<file path="src/vlm_pkg.sv">
/*
  Shared constants and carriers for the virtual list maintenance block.
  Assumes one clock domain and system register requests from the core.
*/
package vlm_pkg;
  // System register encoding
  localparam logic [2:0] OP1_HYP    = 3'h4;
  localparam logic [3:0] CRN_HYP    = 4'hc;
  localparam logic [3:0] CRM_CTL    = 4'hb;
  localparam logic [2:0] OP2_STATUS = 3'h2;
  localparam logic [2:0] CRM_LR_TOP = 3'h6;
  localparam logic [1:0] EL_HYP     = 2'h2;
  localparam logic [1:0] EL_TOP     = 2'h3;
  // Entry field positions
  localparam int ST_HI  = 63;
  localparam int ST_LO  = 62;
  localparam int HW_BIT = 61;
  localparam int GRP_BIT = 60;
  localparam int PR_HI  = 55;
  localparam int PR_LO  = 48;
  localparam int PID_HI = 41;
  localparam int PID_LO = 32;
  localparam int EOI_BIT = 41;
  localparam int VID_HI = 31;
  // Entry states
  localparam logic [1:0] ST_INACT = 2'h0;
  localparam logic [1:0] ST_PEND  = 2'h1;
  localparam logic [1:0] ST_ACT   = 2'h2;
  localparam logic [1:0] ST_PA    = 2'h3;
  // Status bit positions
  localparam int MS_EOI = 0;
  localparam int MS_U   = 1;
  localparam int MS_MISS   = 2;
  localparam int MS_NOPEND = 3;
  localparam int MS_G0E = 4;
  localparam int MS_G0D = 5;
  localparam int MS_G1E = 6;
  localparam int MS_G1D = 7;
  // Per-processor identifier range and width codes
  localparam logic [9:0]  PCPU_LO = 10'h010;
  localparam logic [9:0]  PCPU_HI = 10'h01f;
  localparam logic [2:0]  IDW_16  = 3'h0;
  localparam logic [2:0]  IDW_24  = 3'h1;
  localparam logic [63:0] LR_RST  = 64'h0;
  localparam logic [31:0] MS_RST  = 32'h0;

  typedef struct packed {
    logic        valid;
    logic        write;
    logic [1:0]  el;
    logic [2:0]  op1;
    logic [3:0]  crn;
    logic [3:0]  crm;
    logic [2:0]  op2;
    logic [63:0] wdata;
  } vlm_req_s;

  typedef struct packed {
    logic        done;
    logic        trap;
    logic [63:0] rdata;
  } vlm_rsp_s;

  typedef struct packed {
    logic       en;
    logic       g1_off_irq_on;
    logic       g1_on_irq_on;
    logic       g0_off_irq_on;
    logic       g0_on_irq_on;
    logic       no_pending_irq_on;
    logic       missing_entry_irq_on;
    logic       low_entry_irq_on;
    logic [4:0] unmatched_end_tally;
  } vlm_hyp_s;

  typedef struct packed {
    logic vm_grp1_on;
    logic vm_grp0_on;
  } vlm_vm_s;

  typedef struct packed {
    logic       valid;
    logic [3:0] idx;
  } vlm_evt_s;

  typedef struct packed {
    logic       valid;
    logic       per_cpu_irq;
    logic [7:0] pe;
    logic [9:0] physical_int_id;
  } vlm_deact_s;
endpackage : vlm_pkg

</file>
<file path="src/vlm_top.sv">
/*
  List register entries and maintenance status for a virtual CPU interface.
  Assumes requests and lifecycle events synchronous to mclk, one per cycle.
*/
// Behaviour
// - At least five priority bits, low bits zero
// - Reset clears entries and status to zero
// - Unlinked entry bit 41 notifies on deactivation
// - Linked entry holds physical id, upper zero
// - Only ten physical id bits are kept
// - Ids 16-31 target this processor's interrupt
// - At least 16 virtual id bits, rest zero
// - Entry n selected by CRm and op2
// - Trap accesses when interface enable is off
// - Group 1 disabled flag in bit 7
// - Group 1 enabled flag in bit 6
// - Group 0 disabled flag in bit 5
// - Group 0 enabled flag in bit 4
// - No pending flag in bit 3
// - Entry missing flag in bit 2
// - Underflow flag in bit 1
// - End of interrupt flag in bit 0
// - End of interrupt flag uses entry contents only
// - Status read-only, op2 010, upper zero
// - Two-bit state updated through lifecycle
// - Linked deactivation sends physical id request
// - No maintenance interrupt while disabled
`timescale 1ns/1ps
module vlm_top #(
  parameter int         NUM_LR   = 16,
  parameter int         PRI_BITS = 5,
  parameter int         ID_BITS  = 16,
  parameter logic [7:0] PE_ID    = 8'h00
) (
  input  wire logic          mclk,
  input  wire logic          rst_b,
  input  vlm_pkg::vlm_req_s  req,
  input  vlm_pkg::vlm_hyp_s  hyp_control,
  input  vlm_pkg::vlm_vm_s   vm_control,
  input  wire logic          sysreg_iface_on_hyp,
  input  wire logic          sysreg_iface_on_top,
  input  vlm_pkg::vlm_evt_s  ack_evt,
  input  vlm_pkg::vlm_evt_s  deact_evt,
  output vlm_pkg::vlm_rsp_s  rsp,
  output vlm_pkg::vlm_deact_s deact_req,
  output logic [31:0]        maintenance_status,
  output logic               maint_irq,
  output logic [2:0]         prio_width_field,
  output logic [2:0]         id_width_field
);
  import vlm_pkg::*;

  localparam logic [7:0]  PRIO_MASK = 8'(8'hff << (8 - PRI_BITS));
  localparam logic [31:0] VID_MASK  = 32'((64'h1 << ID_BITS) - 64'h1);

  logic [63:0]       lr [NUM_LR];
  logic [NUM_LR-1:0] pend_v;
  logic [NUM_LR-1:0] valid_v;
  logic [NUM_LR-1:0] end_of_int_summary;
  logic              acc_hit;
  logic              acc_ok;
  logic              lr_sel;
  logic              st_sel;
  logic [3:0]        idx;
  logic [7:0]        next_flags;
  logic [63:0]       next_rdata;

  // Entry n lives at CRm 110:n<3>, op2 n<2:0>
  function automatic logic is_lr(input vlm_req_s r);
    is_lr = r.crm[3:1] == CRM_LR_TOP && 32'({r.crm[0], r.op2}) < NUM_LR;
  endfunction : is_lr

  function automatic logic [3:0] lr_idx(input vlm_req_s r);
    lr_idx = {r.crm[0], r.op2};
  endfunction : lr_idx

  // Stores only implemented bits; reserved fields drop to zero
  function automatic logic [63:0] clean(input logic [63:0] w);
    clean = LR_RST;
    clean[ST_HI:GRP_BIT] = w[ST_HI:GRP_BIT];
    clean[PR_HI:PR_LO] = w[PR_HI:PR_LO] & PRIO_MASK;
    clean[VID_HI:0] = w[VID_HI:0] & VID_MASK;
    if (w[HW_BIT])
      clean[PID_HI:PID_LO] = w[PID_HI:PID_LO];
    else
      clean[EOI_BIT] = w[EOI_BIT];
  endfunction : clean

  // Access decode and permission check
  always_comb
  begin
    idx    = lr_idx(req);
    lr_sel = is_lr(req);
    st_sel = req.crm == CRM_CTL && req.op2 == OP2_STATUS;
    acc_hit = req.valid && req.op1 == OP1_HYP && req.crn == CRN_HYP
              && (lr_sel || st_sel);
    acc_ok = (req.el == EL_HYP && sysreg_iface_on_hyp)
             || (req.el == EL_TOP && sysreg_iface_on_top);
  end

  // Per-entry storage and lifecycle state
  for (genvar i = 0; i < NUM_LR; i++)
  begin : g_lr
    always_ff @(posedge mclk or negedge rst_b)
    begin
      if (!rst_b)
        lr[i] <= LR_RST;
      else if (acc_hit && acc_ok && lr_sel && req.write && idx == 4'(i))
        lr[i] <= clean(req.wdata);
      else if (ack_evt.valid && ack_evt.idx == 4'(i)
               && lr[i][ST_HI:ST_LO] == ST_PEND)
        lr[i][ST_HI:ST_LO] <= ST_ACT;
      else if (deact_evt.valid && deact_evt.idx == 4'(i) && lr[i][ST_HI])
        lr[i][ST_HI:ST_LO] <= {1'b0, lr[i][ST_LO]};
    end

    // Entry summaries; only entry contents count
    assign pend_v[i]  = lr[i][ST_LO];
    assign valid_v[i] = lr[i][ST_HI:ST_LO] != ST_INACT;
    assign end_of_int_summary[i] = lr[i][ST_HI:ST_LO] == ST_INACT
                                   && !lr[i][HW_BIT] && lr[i][EOI_BIT];

  end

  // Maintenance flags, bit 7 down to bit 0
  always_comb
  begin
    next_flags[MS_G1D] = hyp_control.g1_off_irq_on && !vm_control.vm_grp1_on;
    next_flags[MS_G1E] = hyp_control.g1_on_irq_on && vm_control.vm_grp1_on;
    next_flags[MS_G0D] = hyp_control.g0_off_irq_on && !vm_control.vm_grp0_on;
    next_flags[MS_G0E] = hyp_control.g0_on_irq_on && vm_control.vm_grp0_on;
    next_flags[MS_NOPEND] = hyp_control.no_pending_irq_on && pend_v == '0;
    next_flags[MS_MISS] = hyp_control.missing_entry_irq_on
                           && hyp_control.unmatched_end_tally != 5'h00;
    next_flags[MS_U] = hyp_control.low_entry_irq_on
                       && (valid_v & (valid_v - 1'b1)) == '0;
    next_flags[MS_EOI] = |end_of_int_summary;
  end

  // Status register and interrupt output
  always_ff @(posedge mclk or negedge rst_b)
  begin
    if (!rst_b)
    begin
      maintenance_status <= MS_RST;
      maint_irq          <= 1'b0;
    end
    else
    begin
      maintenance_status <= {24'h000000, next_flags};
      maint_irq          <= hyp_control.en && |next_flags;
    end
  end

  // Read data select; status is read-only
  always_comb
  begin
    next_rdata = 64'h0;
    if (lr_sel)
      next_rdata = lr[idx];
    else if (st_sel)
      next_rdata = {32'h0, maintenance_status};
  end

  // Register access response, one cycle after the request
  always_ff @(posedge mclk or negedge rst_b)
  begin
    if (!rst_b)
      rsp <= '0;
    else
    begin
      rsp.done  <= req.valid;
      rsp.trap  <= acc_hit && !acc_ok;
      rsp.rdata <= (acc_hit && acc_ok && !req.write) ? next_rdata : 64'h0;
    end
  end

  // Deactivate request for hardware-linked entries
  always_ff @(posedge mclk or negedge rst_b)
  begin
    if (!rst_b)
      deact_req <= '0;
    else if (deact_evt.valid && 32'(deact_evt.idx) < NUM_LR
             && lr[deact_evt.idx][ST_HI] && lr[deact_evt.idx][HW_BIT])
    begin
      deact_req.valid <= 1'b1;
      deact_req.physical_int_id <= lr[deact_evt.idx][PID_HI:PID_LO];
      deact_req.per_cpu_irq <= lr[deact_evt.idx][PID_HI:PID_LO] >= PCPU_LO
                               && lr[deact_evt.idx][PID_HI:PID_LO] <= PCPU_HI;
      deact_req.pe <= PE_ID;
    end
    else
      deact_req.valid <= 1'b0;
  end

  // Implemented width reporting
  always_ff @(posedge mclk or negedge rst_b)
  begin
    if (!rst_b)
    begin
      prio_width_field <= 3'h0;
      id_width_field   <= IDW_16;
    end
    else
    begin
      prio_width_field <= 3'(PRI_BITS - 1);
      id_width_field   <= (ID_BITS >= 24) ? IDW_24 : IDW_16;
    end
  end
endmodule : vlm_top

</file>
<file path="config.mk">
export PLATFORM = sky130hd
export DESIGN_NAME = vlm_top
export DESIGN_NICKNAME = d
export VERILOG_FILES = /design/src/vlm_pkg.sv /design/src/vlm_top.sv
export SDC_FILE = /design/constraint.sdc
export NUM_CORES = 1
export LEC_CHECK = 0
export ABC_AREA = 1
export BUFFER_PORTS_ARGS = -buffer_cell sky130_fd_sc_hd__buf_4
export CAP_MARGIN = 0
export CORE_MARGIN = 4
export CORE_UTILIZATION = 50
export DETAILED_ROUTE_END_ITERATION = 7
export PLACE_DENSITY = 0.69
export SLEW_MARGIN = 30
export SYNTH_ARGS = -nofsm -noshare
export SYNTH_HDL_FRONTEND = slang
export SYNTH_SLANG_ARGS = --single-unit
export TNS_END_PERCENT = 30
</file>
<file path="constraint.sdc">
create_clock -name mclk -period 1.7 [get_ports mclk]
set_input_delay 0.255 -clock mclk [delete_from_list [all_inputs] [get_ports mclk]]
set_output_delay 0.255 -clock mclk [all_outputs]
set_load 0.05 [all_outputs]
</file>
==> results.txt, run 1 <==
For this block, wires on met1 add up to 37.5 mm. The latest clock arrival within the worst-skew pair came out at 0.60 ns. The final weighted congestion in routability-driven placement is 0.976. STA classifies the critical path startpoint as a flop. The critical path in this run is classified as flop to flop. From left edge to right edge, the die measures roughly 250 um. The total leakage power came out at 15.9 nW.

After synthesis, the share of flip-flops with an asynchronous set or reset is 100%. After floorplanning, the core was sized to cover 56300 um^2. The number of filler instances in the final layout is ~4700. The switching share of power is 24.3%. The required time at the endpoint of the critical path came out at 2.24 ns.

The average vias per placed instance came out at 5.93. The maximum number of pins on one net before global-route repair came out at 104. Setup repair after global routing could not meet its margin everywhere. The area fraction in compound gates after synthesis came out at a little over a fifth. The overall power consumption came out at 32.4 mW. The worst setup skew after layout is 0.0214 ns.

The ratio of total power to cell area came out at ~940 nW/um^2. The timing-limited maximum frequency is 0.617 GHz. Detailed routing placed a total of 41.9 mm of wire on met2. The number of remaining DRC errors came out at 0. The first-pass detailed-route iteration total is 7. The total track usage is 29.7%. The cell count after synthesis is about 3300. The shortest clock period the worst path allows after layout is 1.62 ns. For this run, the register share of the synthesized area comes to about 55%. Summing the areas of all and, or, nand and nor instances in the mapped netlist gives 16.6% of the synthesized area. The tree is rooted in a sky130_fd_sc_hd__clkbuf_16. The post-synthesis sequential element count is between 600 and 700. The area enclosed by the die boundary came out at 60600 um^2.

The area growth from synthesis to layout is 21.8%. The maximum VDD drop is 0.631 mV. After routing, the total negative slack on setup checks comes to 0 ns. The flow ran to the end, and the final reports show no timing, DRC or antenna violations.

Across the whole layout, storage elements account for 15500 um^2. The cell-internal power came out at 24.5 mW. The max capacitance violation total is 0. For this run, the number of Yosys warnings is 0. The initial antenna violation count is 0. The count of flip-flops with a built-in enable after synthesis is 0.

The synthesized netlist occupies a cell area of 28300 um^2. The overall die height came out at 246 um. The mux cell area share after synthesis is 0%. The maximum level of the CTS H-tree is 3. For the pin with the worst max-slew slack, the measured transition is 0.659 ns. A synthesized cell averages 8.61 um^2. The dominant combinational cell family by area after synthesis is compound AO/OA/AOI/OAI gates. The top flip-flop cell by instance count after synthesis is sky130_fd_sc_hd__dfrtp_1. The arrival time at the worst endpoint is 2.16 ns. For this block, the initial DRC count from the detailed router was 2776. Dividing the detail-routed wire length by the instance count gives 20.9 um. The total count of hold-check failures in the final report came out at 0. Of the cells placed in the final design, the portion with a size suffix greater than 1 is ~16%. The final number of max-transition violations is 0.

Of the available clock period, the critical path in the final layout requires between 90% and 100%. Summing the areas of all fa, ha and maj instances in the mapped netlist gives 0% of the synthesized area. The total of endpoints with negative setup slack in the final report is 0. The relative contribution of sequential cells to total power came out at 45.6%. The worst hold path belongs to the class input pin to flop. The combinational share of power came out at 7.4%. The tightest slew margin relative to the limit is 56.0%. The power spent charging and discharging nets is 7.86 mW. The total via count after detailed routing came out at ~26000. The placement row count is 87.

The detailed placer's ending HPWL came out at 59.2 mm. Counting distinct cell types in the post-synthesis netlist gives 36. The initial utilization of the core area, before any placement, comes to between 50% and 60%.

The worst-path maximum fanout is 5. The aggregate routed wire length came out at roughly 90 mm. The via count of the first global-routing pass is 25300. TritonCTS built the clock tree.

The total congestion overflow came out at 0. Input and output buffers added on the ports amount to between 100 and 150. The repair_antennas step left the layout with diodes totalling 0.

The routed wire length on met3 is ~8.4 mm. After the last flow step, the layout net total stands at about 3600. After detailed routing, no signal wire sits above met4. The first global-routing pass estimated 142 mm of wire. Once detail routing completed, the nets flagged for antenna violations numbered 0. The part of the total power dissipated in the clock network is 47.0%.

The post-synthesis xor/xnor area fraction came out at 0%. The sink count of the clock tree came out at around 620. Clock tree synthesis inserted a total of between 60 and 70 buffers. After clock tree synthesis, the clock-pin slew on the worst setup and hold paths is ~0.06 ns. The maximum clock insertion buffer count is 3. The I/O pin total came out at 236. STA classifies the critical path endpoint as a flop. The area of the multi-input gates came out at 11400 um^2.
-- power by group through the flow --
| stage | Clock [mW] | Sequential, mW | Combinational [mW] |
|---|---|---|---|
| 6_report | 15.2 | 14.8 | 2.40 |
| 5_1_grt | 16.0 | 14.8 | 2.55 |
| 4_1_cts | 15.4 | 14.8 | 2.36 |
| 3_5_place_dp | 0 | 15.0 | 2.34 |
| 3_3_place_gp | 0 | 15.0 | 2.32 |
| 2_1_floorplan | 0 | 15.1 | 1.11 |
-- cell type report --
| cell class | instances | area share, % |
|---|---|---|
| Inverter | 140 | 1.56 |
| Timing Repair Buffer | 403 | 11.0 |
| Clock buffer | 94 | 5.77 |
| Tap cell | 756 | 2.74 |
| Multi-Input combinational cell | 2295 | 33.1 |
| Clock inverter | 26 | 0.939 |
| Sequential cell | 619 | 44.9 |
-- placed cells by master, fill, tap and decap left out, types with 11 or more instances in the layout --
master / n
sky130_fd_sc_hd__nand3_2: 18
sky130_fd_sc_hd__buf_4: 329
sky130_fd_sc_hd__nor2_1: 75
sky130_fd_sc_hd__dfrtp_1: 618
sky130_fd_sc_hd__nand4_1: 40
sky130_fd_sc_hd__nand2_1: 851
sky130_fd_sc_hd__clkbuf_8: 13
sky130_fd_sc_hd__dlygate4sd3_1: 11
sky130_fd_sc_hd__buf_12: 59
sky130_fd_sc_hd__inv_1: 131
sky130_fd_sc_hd__nand2_8: 11
sky130_fd_sc_hd__o22ai_1: 82
sky130_fd_sc_hd__clkbuf_16: 71
sky130_fd_sc_hd__nand3_1: 70
sky130_fd_sc_hd__o21ai_0: 598
sky130_fd_sc_hd__conb_1: 67
sky130_fd_sc_hd__clkinv_2: 14
sky130_fd_sc_hd__a22oi_1: 233
sky130_fd_sc_hd__nor3_1: 35
sky130_fd_sc_hd__a21oi_1: 111
sky130_fd_sc_hd__o21ai_1: 49
sky130_fd_sc_hd__nor2_2: 16
-- final timing paths --
kind / start / endpoint / slack (ns) / cells after the start
worst max-delay path: lr[959] / maint_irq / 0.08 / 10
worst min-delay path: req[79] / rsp[64] / 0.04 / 4
worst max register to register: lr[959] / maint_irq / 0.08 / 10
worst min register to register: lr[333] / lr[333] / 0.48 / 2
max in group asynchronous: rst_b / lr[142] / 0.78 / 4
min in group asynchronous: rst_b / lr[902] / 0.07 / 2
-- cell usage after synthesis, types with 40 or more instances --
master,number,area [um^2]
sky130_fd_sc_hd__o22ai_1,82,513
sky130_fd_sc_hd__clkbuf_1,198,743
sky130_fd_sc_hd__o21ai_0,610,3050
sky130_fd_sc_hd__nand2_1,858,3220
sky130_fd_sc_hd__nor2_1,98,368
sky130_fd_sc_hd__buf_4,68,510
sky130_fd_sc_hd__a22oi_1,233,1750
sky130_fd_sc_hd__dfrtp_1,619,15500
sky130_fd_sc_hd__inv_1,133,499
sky130_fd_sc_hd__nand3_1,86,430
sky130_fd_sc_hd__nand4_1,40,250
sky130_fd_sc_hd__a21oi_1,114,571
-- state kept, by name, indices dropped and copies added, names as in the netlist --
register	flops
lr	560
rsp	37
deact_req	12
maintenance_status	8
maint_irq	1
prio_width_field	1
-- layer usage --
layer,GRT usage [%],up-vias
met5,0,-
met4,10.8,0
met3,5.90,224
met2,47.0,1300
met1,41.1,12600
li1,-,11600
-- critical path: stages (launching register included) --
cell and delay [ns]:
sky130_fd_sc_hd__dfrtp_1 0.39, sky130_fd_sc_hd__nor2_2 0.17, sky130_fd_sc_hd__nand2_2 0.10, sky130_fd_sc_hd__nor2_4 0.13
sky130_fd_sc_hd__buf_6 0.13, sky130_fd_sc_hd__nand2_4 0.05, sky130_fd_sc_hd__o21bai_1 0.14, sky130_fd_sc_hd__nand2_1 0.07
sky130_fd_sc_hd__nor2_1 0.13, sky130_fd_sc_hd__nand3_2 0.11, sky130_fd_sc_hd__a21oi_2 0.14
-- logic make-up after synthesis --
| group | count (synthesis) |
|---|---|
| flops | 619 |
| simple gates | 1142 |
| buf+inv | 444 |
| other cells | 2 |
| compound gates | 1086 |
-- timing repair --
item	CTS	global route
pin swaps	0	17
hold buffers	11	0
endpoints found under the hold margin	372	0
setup buffers	0	4
resized for setup	4	36
endpoints found under the setup margin	1	14
-- through the flow --
step / setup WS (ns) / std cells / area, um^2 / hold WS [ns] / utilization, %
after global placement: -0.378 / 4199 / 32000 / 0.0854 / 56.8
after CTS: 0.0152 / 4330 / 34400 / 0.0242 / 61.1
after floorplan: -0.121 / 3358 / 28900 / -0.0406 / -
final: 0.0793 / 4333 / 34500 / 0.0416 / 61.4
after global routing: -0.0187 / 4333 / 34500 / 0.0711 / 61.4
after detailed placement: -0.413 / 4199 / 32000 / 0.0840 / 56.8
(Power assumes the default switching activity.)
==> run 2, diff against run 1 <==
- RECOVER_POWER: not set -> 25
==> run 2 against run 1 <==
Non-clock buffer count unchanged. Sequential power about the same. Largest power group unchanged. Total power about the same. Critical endpoint unchanged. Via count about the same. Combinational power about the same. Worst setup slack got worse by 0.0030 ns. Design area decreased by 0.19%. Clock skew about the same. Routed wire length about the same. Utilization decreased by 0.12 points.
==> results.txt, run 2 (synthesis results as in run 1) <==
In the final layout, the registers with the most flip-flops are lr: 560 flops, rsp: 37 flops, deact_req: 12 flops. The tightest slew margin relative to the limit came out at 21.1%. In the layout the commonest cells are 851 x sky130_fd_sc_hd__nand2_1, 618 x sky130_fd_sc_hd__dfrtp_1, 598 x sky130_fd_sc_hd__o21ai_0.

lr holds more flip-flops than any other register. The slowest stage of the critical path belongs to the cell sky130_fd_sc_hd__dfrtp_1. The effective utilization at floorplan came out at around half. The worst setup path is launched from a flop.

CTS saw 619 sinks. The area of the multi-input gates came out at 11400 um^2. In this run the critical register-to-register path is launched from lr[959]. The signal on the critical path passes through nor2_2 -> nand2_2 -> nor2_4 -> buf_6 -> nand2_4 -> o21bai_1 -> nand2_1 -> nor2_1 -> nand3_2 -> a21oi_2.

Setup repair after global routing could not meet its margin everywhere. TritonCTS built the clock tree. The library cell used most frequently in the layout, excluding fill and tap cells, is sky130_fd_sc_hd__nand2_1.

The maximum number of pins on one net before global-route repair came out at 104. The arrival time at the worst endpoint came out at 2.16 ns. The global-route met1 utilization came out at ~40%. The total congestion overflow is 0.

The width of the die is 246 um. The global routing stage identified its most utilized layer as met2. Timing would allow up to 0.616 GHz. The area growth from synthesis to layout is 21.6%.

The area inside the core boundary came out at 56300 um^2. The first-pass detailed-route iteration total came out at 6. In this run the count of I/O pins placed on the die edge is between 200 and 250. The max capacitance violation total came out at 0. The clock passes through at most 3 buffers. Along the worst path, the maximum fanout reaches 5. The H-tree was split into 3 levels.

The latest clock arrival within the worst-skew pair is ~0.6 ns. The detailed placer's ending HPWL came out at 59.2 mm. During placement, the flow inserted port buffers numbering 140. The average wire length per cell after detail routing is roughly 21 um. The wire length of the first global-routing pass came out at 142 mm.

The first element of the critical path is lr[959]. For this design the ratio of total power to cell area is 939 nW/um^2. The die covers 60600 um^2.

The antenna violation net count after detailed routing is 0. The total leakage power came out at ~16 nW. The final weighted congestion in routability-driven placement came out at 0.976. In the final design database the tool counted 3637 nets. The critical path in this run is classified as flop to flop.

The worst register-to-register path has a setup slack of ~0.076 ns. The share of cells above drive strength 1 is 16.1%. The total via count after detailed routing came out at 25700. After detailed placement, the design holds a cell count of 4199. The total count of hold-check failures in the final report is 0. The aggregate routed wire length came out at roughly 91 mm. The transition time at the pin with the least slew margin came out at 1.18 ns. The capturing element type of the critical path is a flop. The share of the clock period used by the worst path after layout is 95.5%. The total of endpoints with negative setup slack in the final report is 0.

The final number of max-transition violations was 0. The global routing usage on met3 came out at 5.90%. The shortest clock period the worst path allows after layout is 1.62 ns. The instance area at placement is about 32000 um^2. Counting the fill cells in the layout gives 4692.

TritonCTS created 67 clock buffers. The final critical-path setup slack is about 0.076 ns. For this run, global-route usage on met2 was measured as between 40% and 50%.

The register area is 15500 um^2. For this run, the total global-route usage over all layers was measured as 29.7%. The clock transition at the registers of the reported paths is approximately 0.06 ns. The pre-CTS setup slack came out at -0.413 ns. The via count of the first global-routing pass is 25300. The diode insertion count for antenna repair is 0. The number of flip-flops in the largest register is 560. Summing all non-filler instances in the final layout gives an area of around 34000 um^2. In this run the worst hold path is classified as input pin to flop. The initial antenna violation count came out at 0. Power comes to 32.4 mW.

The maximum VDD drop is 0.631 mV. The average vias per placed instance is 5.93. The required time at the endpoint of the critical path came out at 2.24 ns. Excluding fillers, the count of instances in the completed layout stands at around 4300. In the routed design, unresolved DRC markers number 0. On the worst path, the slowest cell contributes a delay of roughly 0.4 ns. The first routing iteration left 2786 violations.

The root buffer selected by CTS is sky130_fd_sc_hd__clkbuf_16. The overall die height came out at between 200 and 250 um. After floorplanning, the core was divided into 87 placement rows.

The worst setup skew after layout is 0.0214 ns. The flow ran to the end, and the final reports show no timing, DRC or antenna violations. The worst hold path begins at req[79].
[run 2: layout make-up]
cell class                      count  share of cell area, %
Clock inverter                     26                  0.940
Sequential cell                   619                   44.9
Tap cell                          756                   2.74
Timing Repair Buffer              403                   10.9
Clock buffer                       94                   5.78
Inverter                          140                   1.56
Multi-Input combinational cell   2295                   33.2
[run 2: stage by stage]
step | util, % | TNS, ns | hold WS, ns
after detailed placement | 56.8 | -108.65 | 0.0840
after CTS | 61.1 | 0 | 0.0242
after global placement | 56.8 | -93.81 | 0.0854
after global routing | 61.2 | -0.0187 | 0.0610
after floorplan | - | -10.34 | -0.0406
final | 61.2 | 0 | 0.0462
[run 2: worst max-delay path: cells and delay by family (launching register included)]
kind                   cells  cell delay, ns
and+or+nand+nor            7            0.77
DFF                        1            0.39
buffers and inverters      1            0.13
AOI/OAI and AO/OA          2            0.28
[run 2: timing repair]
action,CTS,global route
pin swaps,0,17
setup buffers,0,4
resized for setup,4,36
endpoints found under the hold margin,372,0
hold buffers,11,0
endpoints found under the setup margin,1,14
[run 2: worst paths after layout]
path,endpoint,cells after the start
min in group asynchronous,lr[902],2
max in group asynchronous,lr[129],4
max,maint_irq,10
min,rsp[64],4
max reg2reg,maint_irq,10
min reg2reg,lr[333],2
[run 2: power by group]
group | leakage (nW) | total, mW | switching (mW) | internal (mW)
registers | 8.63 | 14.8 | 0.0110 | 14.8
logic | 6.07 | 2.38 | 1.77 | 0.614
clock network | 1.14 | 15.2 | 6.08 | 9.15
[run 2: routing by layer]
layer	up-vias	share of wire [%]
met5	-	0
met4	0	3.3
met3	223	9.6
met2	1341	46
met1	12500	41
li1	11600	-
